===== src/logic/tpg_cfg.svh =====
// Purpose: Constants for the three-phase gate control block
// Assumes: 10 MHz i_mclk
// Notes: Times in ns and us, counts derived by expression
`ifndef TPG_CFG_SVH
`define TPG_CFG_SVH
// ==========================================
// Clock and timing
`define TPG_CLK_PERIOD_NS 100
`define TPG_DT_MIN_NS 50
`define TPG_DT_MAX_NS 500
// Least time rounds up, never below one cycle
`define TPG_DT_MIN_CYC ((`TPG_DT_MIN_NS + `TPG_CLK_PERIOD_NS - 1) / `TPG_CLK_PERIOD_NS)
`define TPG_DT_MAX_CYC ((`TPG_DT_MAX_NS + `TPG_CLK_PERIOD_NS - 1) / `TPG_CLK_PERIOD_NS)
`define TPG_WARN_US 64
// Longest time rounds down
`define TPG_WARN_CYC ((`TPG_WARN_US * 1000) / `TPG_CLK_PERIOD_NS)
// ==========================================
// Field widths and phase count
`define TPG_DT_W 4
`define TPG_WARN_W 10
`define TPG_LVL_W 8
`define TPG_PHASES 3
`endif


===== src/logic/tpg_pkg.sv =====
// Purpose: Types for the three-phase gate control block
// Assumes: Constants come from tpg_cfg.svh
// Notes: Types only
`include "tpg_cfg.svh"
package tpg_pkg;
  // ==========================================
  // Per-phase gate state
  typedef enum logic [2:0] {
    TPG_OFF,
    TPG_DEAD_TO_HI,
    TPG_HI,
    TPG_DEAD_TO_LO,
    TPG_LO
  } tpg_gate_state_t;
  typedef logic [`TPG_DT_W-1:0] tpg_dt_t;
  typedef logic [`TPG_LVL_W-1:0] tpg_lvl_t;
endpackage : tpg_pkg


===== src/logic/tpg_phase.sv =====
// Purpose: One half-bridge: command decode, dead time, interlock, overcurrent
// Assumes: Inputs already synchronised to i_mclk
// Notes: Gates are registered
`timescale 1ns/1ps
`include "tpg_cfg.svh"
module tpg_phase (
  input wire logic i_mclk,
  input wire logic i_rst,
  input wire logic i_three_input_mode,
  input wire logic i_high_side_command,
  input wire logic i_low_side_command,
  input wire tpg_pkg::tpg_dt_t i_dead_cycles,
  input wire logic i_enable,
  input wire logic i_force_off,
  input wire logic i_latched_mode,
  input wire logic i_clear_latch,
  input wire logic i_oc_high,
  input wire logic i_oc_low,
  output logic o_high_side_gate,
  output logic o_low_side_gate,
  output logic o_oc_event,
  output logic o_latched,
  output logic o_new_cycle
);
  import tpg_pkg::*;
  tpg_gate_state_t state;
  tpg_gate_state_t next_state;
  tpg_dt_t dead_cnt;
  logic want_hi;
  logic want_lo;
  logic cmd_hi_q;
  logic cmd_lo_q;
  logic hi_blocked;
  logic lo_blocked;
  logic latched;
  logic trip_hi;
  logic trip_lo;
  logic gate_allowed;

  // ==========================================
  // Command decode
  always_comb begin
    if (i_three_input_mode) begin
      want_hi = i_high_side_command;
      want_lo = !i_high_side_command;
    end else begin
      want_hi = i_high_side_command && !i_low_side_command;
      want_lo = i_low_side_command && !i_high_side_command;
    end
  end

  // Rising command edge marks a new PWM cycle for that switch
  always_ff @(posedge i_mclk) begin
    if (i_rst) begin
      cmd_hi_q <= 1'b0;
      cmd_lo_q <= 1'b0;
    end else begin
      cmd_hi_q <= want_hi;
      cmd_lo_q <= want_lo;
    end
  end
  assign o_new_cycle = (want_hi && !cmd_hi_q) || (want_lo && !cmd_lo_q);

  // ==========================================
  // Overcurrent sensing, only while the switch is on
  assign trip_hi = o_high_side_gate && i_oc_high;
  assign trip_lo = o_low_side_gate && i_oc_low;
  assign o_oc_event = trip_hi || trip_lo;

  // Cycle-by-cycle block until the command cycles again
  always_ff @(posedge i_mclk) begin
    if (i_rst) begin
      hi_blocked <= 1'b0;
      lo_blocked <= 1'b0;
    end else begin
      if (trip_hi && !i_latched_mode) hi_blocked <= 1'b1;
      else if (want_hi && !cmd_hi_q) hi_blocked <= 1'b0;
      if (trip_lo && !i_latched_mode) lo_blocked <= 1'b1;
      else if (want_lo && !cmd_lo_q) lo_blocked <= 1'b0;
    end
  end

  // Latched shutdown of the whole half-bridge; set wins over clear
  always_ff @(posedge i_mclk) begin
    if (i_rst) latched <= 1'b0;
    else if (o_oc_event && i_latched_mode) latched <= 1'b1;
    else if (i_clear_latch) latched <= 1'b0;
  end
  assign o_latched = latched;

  assign gate_allowed = i_enable && !i_force_off && !latched && !(o_oc_event && i_latched_mode);

  // ==========================================
  // Gate sequencing: off, then dead time, then on
  always_comb begin
    next_state = state;
    if (!gate_allowed) next_state = TPG_OFF;
    else unique case (state)
      TPG_OFF: begin
        if (want_hi && !hi_blocked) next_state = TPG_DEAD_TO_HI;
        else if (want_lo && !lo_blocked) next_state = TPG_DEAD_TO_LO;
      end
      TPG_DEAD_TO_HI: begin
        if (!(want_hi && !hi_blocked)) next_state = TPG_OFF;
        else if (dead_cnt == '0) next_state = TPG_HI;
      end
      TPG_DEAD_TO_LO: begin
        if (!(want_lo && !lo_blocked)) next_state = TPG_OFF;
        else if (dead_cnt == '0) next_state = TPG_LO;
      end
      TPG_HI: if (!want_hi || trip_hi) next_state = TPG_OFF;
      TPG_LO: if (!want_lo || trip_lo) next_state = TPG_OFF;
      default: next_state = TPG_OFF;
    endcase
  end

  always_ff @(posedge i_mclk) begin
    if (i_rst) state <= TPG_OFF;
    else state <= next_state;
  end

  // Dead counter starts at off; time spent off already counts toward it
  always_ff @(posedge i_mclk) begin
    if (i_rst) dead_cnt <= '0;
    else if (state == TPG_HI || state == TPG_LO || !gate_allowed) dead_cnt <= i_dead_cycles - 4'h1;
    else if (dead_cnt != '0) dead_cnt <= dead_cnt - 4'h1;
  end

  // Registered gates; only one can be on by construction
  always_ff @(posedge i_mclk) begin
    if (i_rst) begin
      o_high_side_gate <= 1'b0;
      o_low_side_gate <= 1'b0;
    end else begin
      o_high_side_gate <= (next_state == TPG_HI);
      o_low_side_gate <= (next_state == TPG_LO);
    end
  end
endmodule : tpg_phase


===== src/logic/tpg_top.sv =====
// Purpose: Three-phase half-bridge gate control with protection
// Assumes: Pins are asynchronous; sensed drain-source voltages arrive as 8-bit levels
// Notes: Analog sense, amplifier and regulator are outside this block
// Function
// - The mode input picks 6 or 3 input control, and in 6 input mode equal commands turn both gates off.
// - Dead time is at least 50 ns with the setting at zero, and adjustable up to 500 ns.
// - A phase never turns one gate on before the other is off.
// - With enable low or the device fault input high all gates are held off.
// - Overcurrent is judged only while that switch's gate is driven on.
// - Overcurrent is flagged when sensed drain-source voltage exceeds the trip level.
// - A mode input picks cycle-by-cycle limiting or latched shutdown.
// - Calibration shorts the amplifier inputs and disconnects the load, at any time.
// - In cycle-by-cycle mode the tripped switch stays off until the next cycle, warning low at most 64 us.
// - In latched mode both switches of the bridge turn off and the fault stays low until an enable pulse.
// - Dead time is a minimum gap from turn-off to complementary turn-on, not an added delay.
`timescale 1ns/1ps
`include "tpg_cfg.svh"
module tpg_top (
  input wire logic i_mclk,
  input wire logic i_rst,
  input wire logic [2:0] i_high_side_command,
  input wire logic [2:0] i_low_side_command,
  input wire logic i_three_input_mode,
  input wire logic i_overcurrent_mode_select,
  input wire logic i_gate_enable,
  input wire logic i_device_fault,
  input wire tpg_pkg::tpg_dt_t i_dead_time_setting,
  input wire tpg_pkg::tpg_lvl_t i_trip_level_input,
  input wire tpg_pkg::tpg_lvl_t i_vds_high [3],
  input wire tpg_pkg::tpg_lvl_t i_vds_low [3],
  input wire logic i_offset_calibration_enable,
  output logic [2:0] o_high_side_gate,
  output logic [2:0] o_low_side_gate,
  output logic o_shutdown_flag_n,
  output logic o_warning_flag_n,
  output logic o_amp_input_short,
  output logic o_amp_load_disconnect
);
  import tpg_pkg::*;
  logic [2:0] hi_s1;
  logic [2:0] hi_s2;
  logic [2:0] lo_s1;
  logic [2:0] lo_s2;
  logic [4:0] ctl_s1;
  logic [4:0] ctl_s2;
  logic en_q;
  logic clear_pulse;
  logic [2:0] oc_ev;
  logic [2:0] latched;
  logic [2:0] new_cycle;
  logic [2:0] warn_pending;
  logic [`TPG_WARN_W-1:0] warn_cnt;
  tpg_dt_t dead_cycles;
  tpg_dt_t dt_clip;

  // ==========================================
  // Input synchronisers; first stage feeds only the second
  always_ff @(posedge i_mclk) begin
    if (i_rst) begin
      hi_s1 <= 3'h0;
      hi_s2 <= 3'h0;
      lo_s1 <= 3'h0;
      lo_s2 <= 3'h0;
      ctl_s1 <= 5'h00;
      ctl_s2 <= 5'h00;
    end else begin
      hi_s1 <= i_high_side_command;
      hi_s2 <= hi_s1;
      lo_s1 <= i_low_side_command;
      lo_s2 <= lo_s1;
      ctl_s1 <= {i_offset_calibration_enable, i_device_fault, i_gate_enable, i_overcurrent_mode_select,
                 i_three_input_mode};
      ctl_s2 <= ctl_s1;
    end
  end

  // Enable falling edge clears latched faults
  always_ff @(posedge i_mclk) begin
    if (i_rst) en_q <= 1'b0;
    else en_q <= ctl_s2[2];
  end
  assign clear_pulse = !ctl_s2[2] && en_q;

  // ==========================================
  // Dead time: setting in clock cycles, clipped to the adjustable range
  always_comb begin
    dt_clip = i_dead_time_setting;
    if (dt_clip < 4'(`TPG_DT_MIN_CYC)) dt_clip = 4'(`TPG_DT_MIN_CYC);
    if (dt_clip > 4'(`TPG_DT_MAX_CYC)) dt_clip = 4'(`TPG_DT_MAX_CYC);
  end
  always_ff @(posedge i_mclk) begin
    if (i_rst) dead_cycles <= 4'(`TPG_DT_MIN_CYC);
    else dead_cycles <= dt_clip;
  end

  // ==========================================
  // Per-phase half-bridges
  genvar g;
  generate
    for (g = 0; g < `TPG_PHASES; g++) begin : g_phase
      tpg_phase u_phase (
        .i_mclk(i_mclk),
        .i_rst(i_rst),
        .i_three_input_mode(ctl_s2[0]),
        .i_high_side_command(hi_s2[g]),
        .i_low_side_command(lo_s2[g]),
        .i_dead_cycles(dead_cycles),
        .i_enable(ctl_s2[2]),
        .i_force_off(ctl_s2[3]),
        .i_latched_mode(ctl_s2[1]),
        .i_clear_latch(clear_pulse),
        .i_oc_high(i_vds_high[g] > i_trip_level_input),
        .i_oc_low(i_vds_low[g] > i_trip_level_input),
        .o_high_side_gate(o_high_side_gate[g]),
        .o_low_side_gate(o_low_side_gate[g]),
        .o_oc_event(oc_ev[g]),
        .o_latched(latched[g]),
        .o_new_cycle(new_cycle[g])
      );
    end
  endgenerate

  // ==========================================
  // Warning: held low per event for up to 64 us or until the tripped phase cycles
  always_ff @(posedge i_mclk) begin
    if (i_rst) begin
      warn_pending <= 3'h0;
      warn_cnt <= '0;
    end else begin
      warn_pending <= (warn_pending & ~new_cycle) | (ctl_s2[1] ? 3'h0 : oc_ev);
      if (|oc_ev && !ctl_s2[1]) warn_cnt <= `TPG_WARN_W'(`TPG_WARN_CYC);
      else if (warn_cnt != '0) warn_cnt <= warn_cnt - 1'b1;
    end
  end

  // Flags registered; fault follows latched trips and external fault
  always_ff @(posedge i_mclk) begin
    if (i_rst) begin
      o_warning_flag_n <= 1'b1;
      o_shutdown_flag_n <= 1'b1;
    end else begin
      o_warning_flag_n <= !((|warn_pending && warn_cnt > `TPG_WARN_W'(1)) || (|oc_ev && !ctl_s2[1]));
      o_shutdown_flag_n <= !(|latched || ctl_s2[3]);
    end
  end

  // ==========================================
  // Calibration switches; allowed regardless of gate activity
  always_ff @(posedge i_mclk) begin
    if (i_rst) begin
      o_amp_input_short <= 1'b0;
      o_amp_load_disconnect <= 1'b0;
    end else begin
      o_amp_input_short <= ctl_s2[4];
      o_amp_load_disconnect <= ctl_s2[4];
    end
  end
endmodule : tpg_top


===== config.mk =====
export PLATFORM = sky130hd
export DESIGN_NAME = tpg_top
export DESIGN_NICKNAME = d
export VERILOG_FILES = /design/src/logic/tpg_pkg.sv /design/src/logic/tpg_phase.sv /design/src/logic/tpg_top.sv
export VERILOG_INCLUDE_DIRS = /design/src /design/src/logic
export SDC_FILE = /design/constraint.sdc
export NUM_CORES = 1
export LEC_CHECK = 0
export ABC_AREA = 1
export BUFFER_PORTS_ARGS = -buffer_cell sky130_fd_sc_hd__buf_4
export CORE_MARGIN = 2
export CORE_UTILIZATION = 40
export CTS_CLUSTER_SIZE = 40
export DETAILED_ROUTE_END_ITERATION = 12
export GPL_TIMING_DRIVEN = 0
export MAX_ROUTING_LAYER = met4
export PLACE_DENSITY = 0.57
export SLEW_MARGIN = 20
export SYNTH_ARGS = -nofsm -noshare
export SYNTH_HDL_FRONTEND = slang
export SYNTH_HIERARCHICAL = 1
export SYNTH_SLANG_ARGS = --single-unit

===== constraint.sdc =====
create_clock -name i_mclk -period 3.1 [get_ports i_mclk]
set_clock_uncertainty 0.15 [all_clocks]
set_input_delay 0.155 -clock i_mclk [delete_from_list [all_inputs] [get_ports i_mclk]]
set_output_delay 0.155 -clock i_mclk [all_outputs]
set_load 0.02 [all_outputs]

==> flow_metrics.env <==
export IMPL_status="completed"
export IMPL_hold_path_class="input pin to flip-flop"
export IMPL_clk_path_buf_depth=2
export IMPL_r2r_setup_slack_ns=1.14
export IMPL_grtUsageTotal_pct=18.8
export IMPL_final_common_cell="inv_1"
export IMPL_grt_antenna_before_repair=0
export IMPL_n_antenna_cell=0
export IMPL_netSwitchingPower_uw=997
export IMPL_p_int_uw=2200
export IMPL_cts_buffers=9
export IMPL_r2r_end="g_phase[0].u_phase/dead_cnt[2]"
export IMPL_post_route_cells_drive_above_1_share_pct=22.8
export IMPL_use_met1_pct=23.3
export IMPL_grt_ovfl_total=0
export IMPL_yosysSeqAreaShare_pct=33.5
export IMPL_grt_pass1_wl_mm=19.6
export IMPL_clkTransAtPathRegs_ns=0.06
export IMPL_remaining_drc_errors=0
export IMPL_num_vias=4563
export IMPL_clk_latency_ns=0.34
export IMPL_grt_max_degree=15
export IMPL_seqPwrFrac_pct=38.4
export IMPL_relSlewSlack_pct=61.0
export IMPL_p_leak_uw=0.00305
export IMPL_ant_nets=0
export IMPL_io_pins=83
export IMPL_num_rows=41
export IMPL_synth_fp_nets=811
export IMPL_hold_viol=0
export IMPL_dr_pass1_iters=4
export IMPL_wirelength_mm=11.9
export IMPL_final_cell_mix="120 x inv_1, 97 x nand2_1, 85 x dfxtp_1"
export IMPL_syn_avg_cell_area_um2=7.42
export IMPL_worstMarginPinSlew_ns=0.585
export IMPL_min_period_ns=2.45
export IMPL_setup_slack_ns=0.646
export IMPL_top_usage_layer="met2"
export IMPL_start_util_pct=40.5
export IMPL_reg2reg_from="ctl_s2[1]"
export IMPL_rsz0062_at_grt="no"
export IMPL_power_share_switching_pct=31.2
export IMPL_power_frac_clock_pct=34.5
export IMPL_hp_start="i_rst"
export IMPL_irDropWorstVdd_mv=0.275
export IMPL_cp_max_fo=6
export IMPL_tritoncts="done"
export IMPL_die_w_um=117
export IMPL_fin_crit_sh_pct=79.2
export IMPL_nets=923
export IMPL_setup_violations=0
export IMPL_place_congestion=0.867
export IMPL_synth_top_area_cell="dfxtp_1"
export IMPL_async_flop_share_pct=0
export IMPL_fmax_ghz=0.408
export IMPL_critical_path_class="input pin to flip-flop"
export IMPL_synth_ff_type="dfxtp_1"
export IMPL_synth_edf_count=0
export IMPL_tns_ns=0
export IMPL_drtIter0Drc=219
export IMPL_use_met3_pct=2.49
export IMPL_cts_root_buffer="clkbuf_16"
export IMPL_rr_worst_depth=8
export IMPL_global_route_usage_met2_pct=31.8
export IMPL_required_ns=3.23
export IMPL_hpwlAfterDp_mm=9.31
export IMPL_power_uw=3200
export IMPL_vias_per_cell=4.69
export IMPL_whs_path_depth=3
export IMPL_port_buffers=82
export IMPL_pwr_share_comb_pct=27.1
export IMPL_fillers=1245
export IMPL_powerDensity_mw_per_mm2=499
export IMPL_postSynthCellCount=684
export IMPL_syn_area_mm2=0.00507
export IMPL_cp_arrival_ns=2.58
export IMPL_setup_worst_path_end_class="flip-flop"
export IMPL_area_growth_pct=26.3
export IMPL_ys_seq_elements=85
export IMPL_die_y_um=117
export IMPL_dp_slack_ns=0.281
export IMPL_htreeDepth=3
export IMPL_synth_top_area_share_pct=33.5
export IMPL_cts_sinks=85
export IMPL_first_global_vias=4384
export IMPL_core_region_area_mm2=0.0125
export IMPL_netlist_top_cells_area="dfxtp_1 34%, ha_1 13%, inv_1 8.9%"
export IMPL_cp_start_kind="input pin"
export IMPL_drv_cap=0
export IMPL_yosysUniqueCellTypes=39
export IMPL_yosysWarnings=6
export IMPL_die_area_mm2=0.0136
export IMPL_cts_resized=0
export IMPL_min_to="o_warning_flag_n"
export IMPL_maxSlewViolCount=0
export IMPL_routedWlPerCell_um=12.2
[cell usage after synthesis, types with 2 or more instances]
master	count
nor3_1	13
o21a_1	6
o21bai_2	3
ha_1	54
or2_2	6
nand2_1	97
dfxtp_1	85
clkbuf_1	5
nor2_1	78
nand4_1	9
o21ai_0	16
nor2_2	5
o31ai_1	3
nand2_4	3
nand3b_1	6
o21bai_1	3
nand2_2	29
inv_2	7
or2_1	3
nor3_2	2
xor2_1	5
nor2_8	3
a21oi_2	10
nand3_2	11
nand3_1	21
o21ai_1	11
a21oi_1	56
inv_1	120
nor2_4	2
nor3b_1	3
[final cells by class]
cell class	count	area [um^2]	share of cell area, %
Sequential cell	85	1700	26.6
Clock inverter	5	58.8	0.918
Clock buffer	11	253	3.95
Timing Repair Buffer	101	806	12.6
Buffer	7	30.0	0.469
Tap cell	172	215	3.36
Multi-Input combinational cell	463	2860	44.6
Inverter	129	485	7.58
[worst max-delay path by stage]
stage	from	end	slack, ns
after floorplan	i_trip_level_input[3]	g_phase[2].u_phase/dead_cnt[2]	0.83
after detailed placement	i_trip_level_input[1]	g_phase[2].u_phase/dead_cnt[2]	0.28
after CTS	i_trip_level_input[7]	g_phase[2].u_phase/dead_cnt[2]	0.63
after global placement	i_trip_level_input[7]	g_phase[2].u_phase/dead_cnt[2]	0.31
after global routing	i_trip_level_input[3]	g_phase[2].u_phase/dead_cnt[2]	0.38
final	i_trip_level_input[7]	g_phase[2].u_phase/dead_cnt[2]	0.65
[cell families after synthesis]
group	synth area share, %
xor gates and xnor gates	0.863
buffers and inverters	10.2
DFF	33.5
AOI/OAI and AO/OA	12.5
and+or+nand+nor	29.5
other	0.0739
adders and majority gates	13.3
[routing by layer]
layer  vias up  routed length, um
li1       2411                  -
met2        98               5490
met4         0                177
met5         -                  0
met3        12                505
met1      2042               5720
[state kept, by name (all words and copies together), names as in the netlist, 3 cells and up]
signal and count:
g_phase.u_phase/o_latched 3, g_phase.u_phase/lo_blocked 3, lo_s1 3, lo_s2 3
g_phase.u_phase/o_low_side_gate 3, g_phase.u_phase/state 9, g_phase.u_phase/hi_blocked 3, warn_pending 3
g_phase.u_phase/o_high_side_gate 3, ctl_s2 5, warn_cnt 10, g_phase.u_phase/cmd_hi_q 3
hi_s2 3, hi_s1 3, dead_cycles 4, ctl_s1 5
g_phase.u_phase/cmd_lo_q 3, g_phase.u_phase/dead_cnt 12
[critical path, stage by stage]
cell     delay [ns]
buf_4          0.08
inv_1          0.14
ha_1           0.36
nand4_1        0.14
inv_1          0.08
nand2_1        0.05
a21oi_1        0.28
nand2_1        0.14
nand2_2        0.12
nand2_1        0.08
nand2_2        0.21
nor2_8         0.06
nand2_2        0.07
nand2_2        0.06
ha_1           0.22
or2_1          0.23
a21oi_2        0.11
[metrics by stage]
step	hold slack (ns)	cell area [um^2]	util, %	std cells
floorplan	0.104	5070	-	684
global placement	0.207	5900	47.2	938
detailed placement	0.197	5900	47.2	938
CTS	0.0445	6410	51.2	973
global route	0.0785	6410	51.2	973
finish	0.0568	6410	51.2	973
[repair_timing]
item / 4_1_cts / 5_1_grt
hold buffers: 19 / 0
hold endpoints to repair: 14 / 0
setup endpoints to repair: 0 / 0
buffers inserted: 0 / 0
[power groups by stage]
stage          Sequential [uW]  Combinational [uW]  Clock, uW
3_3_place_gp              1250                 823          0
6_report                  1230                 865       1100
2_1_floorplan             1240                 638          0
5_1_grt                   1240                 981       1180
3_5_place_dp              1250                 846          0
4_1_cts                   1230                 870       1140
Note: power is estimated with default switching activity, not from simulation.
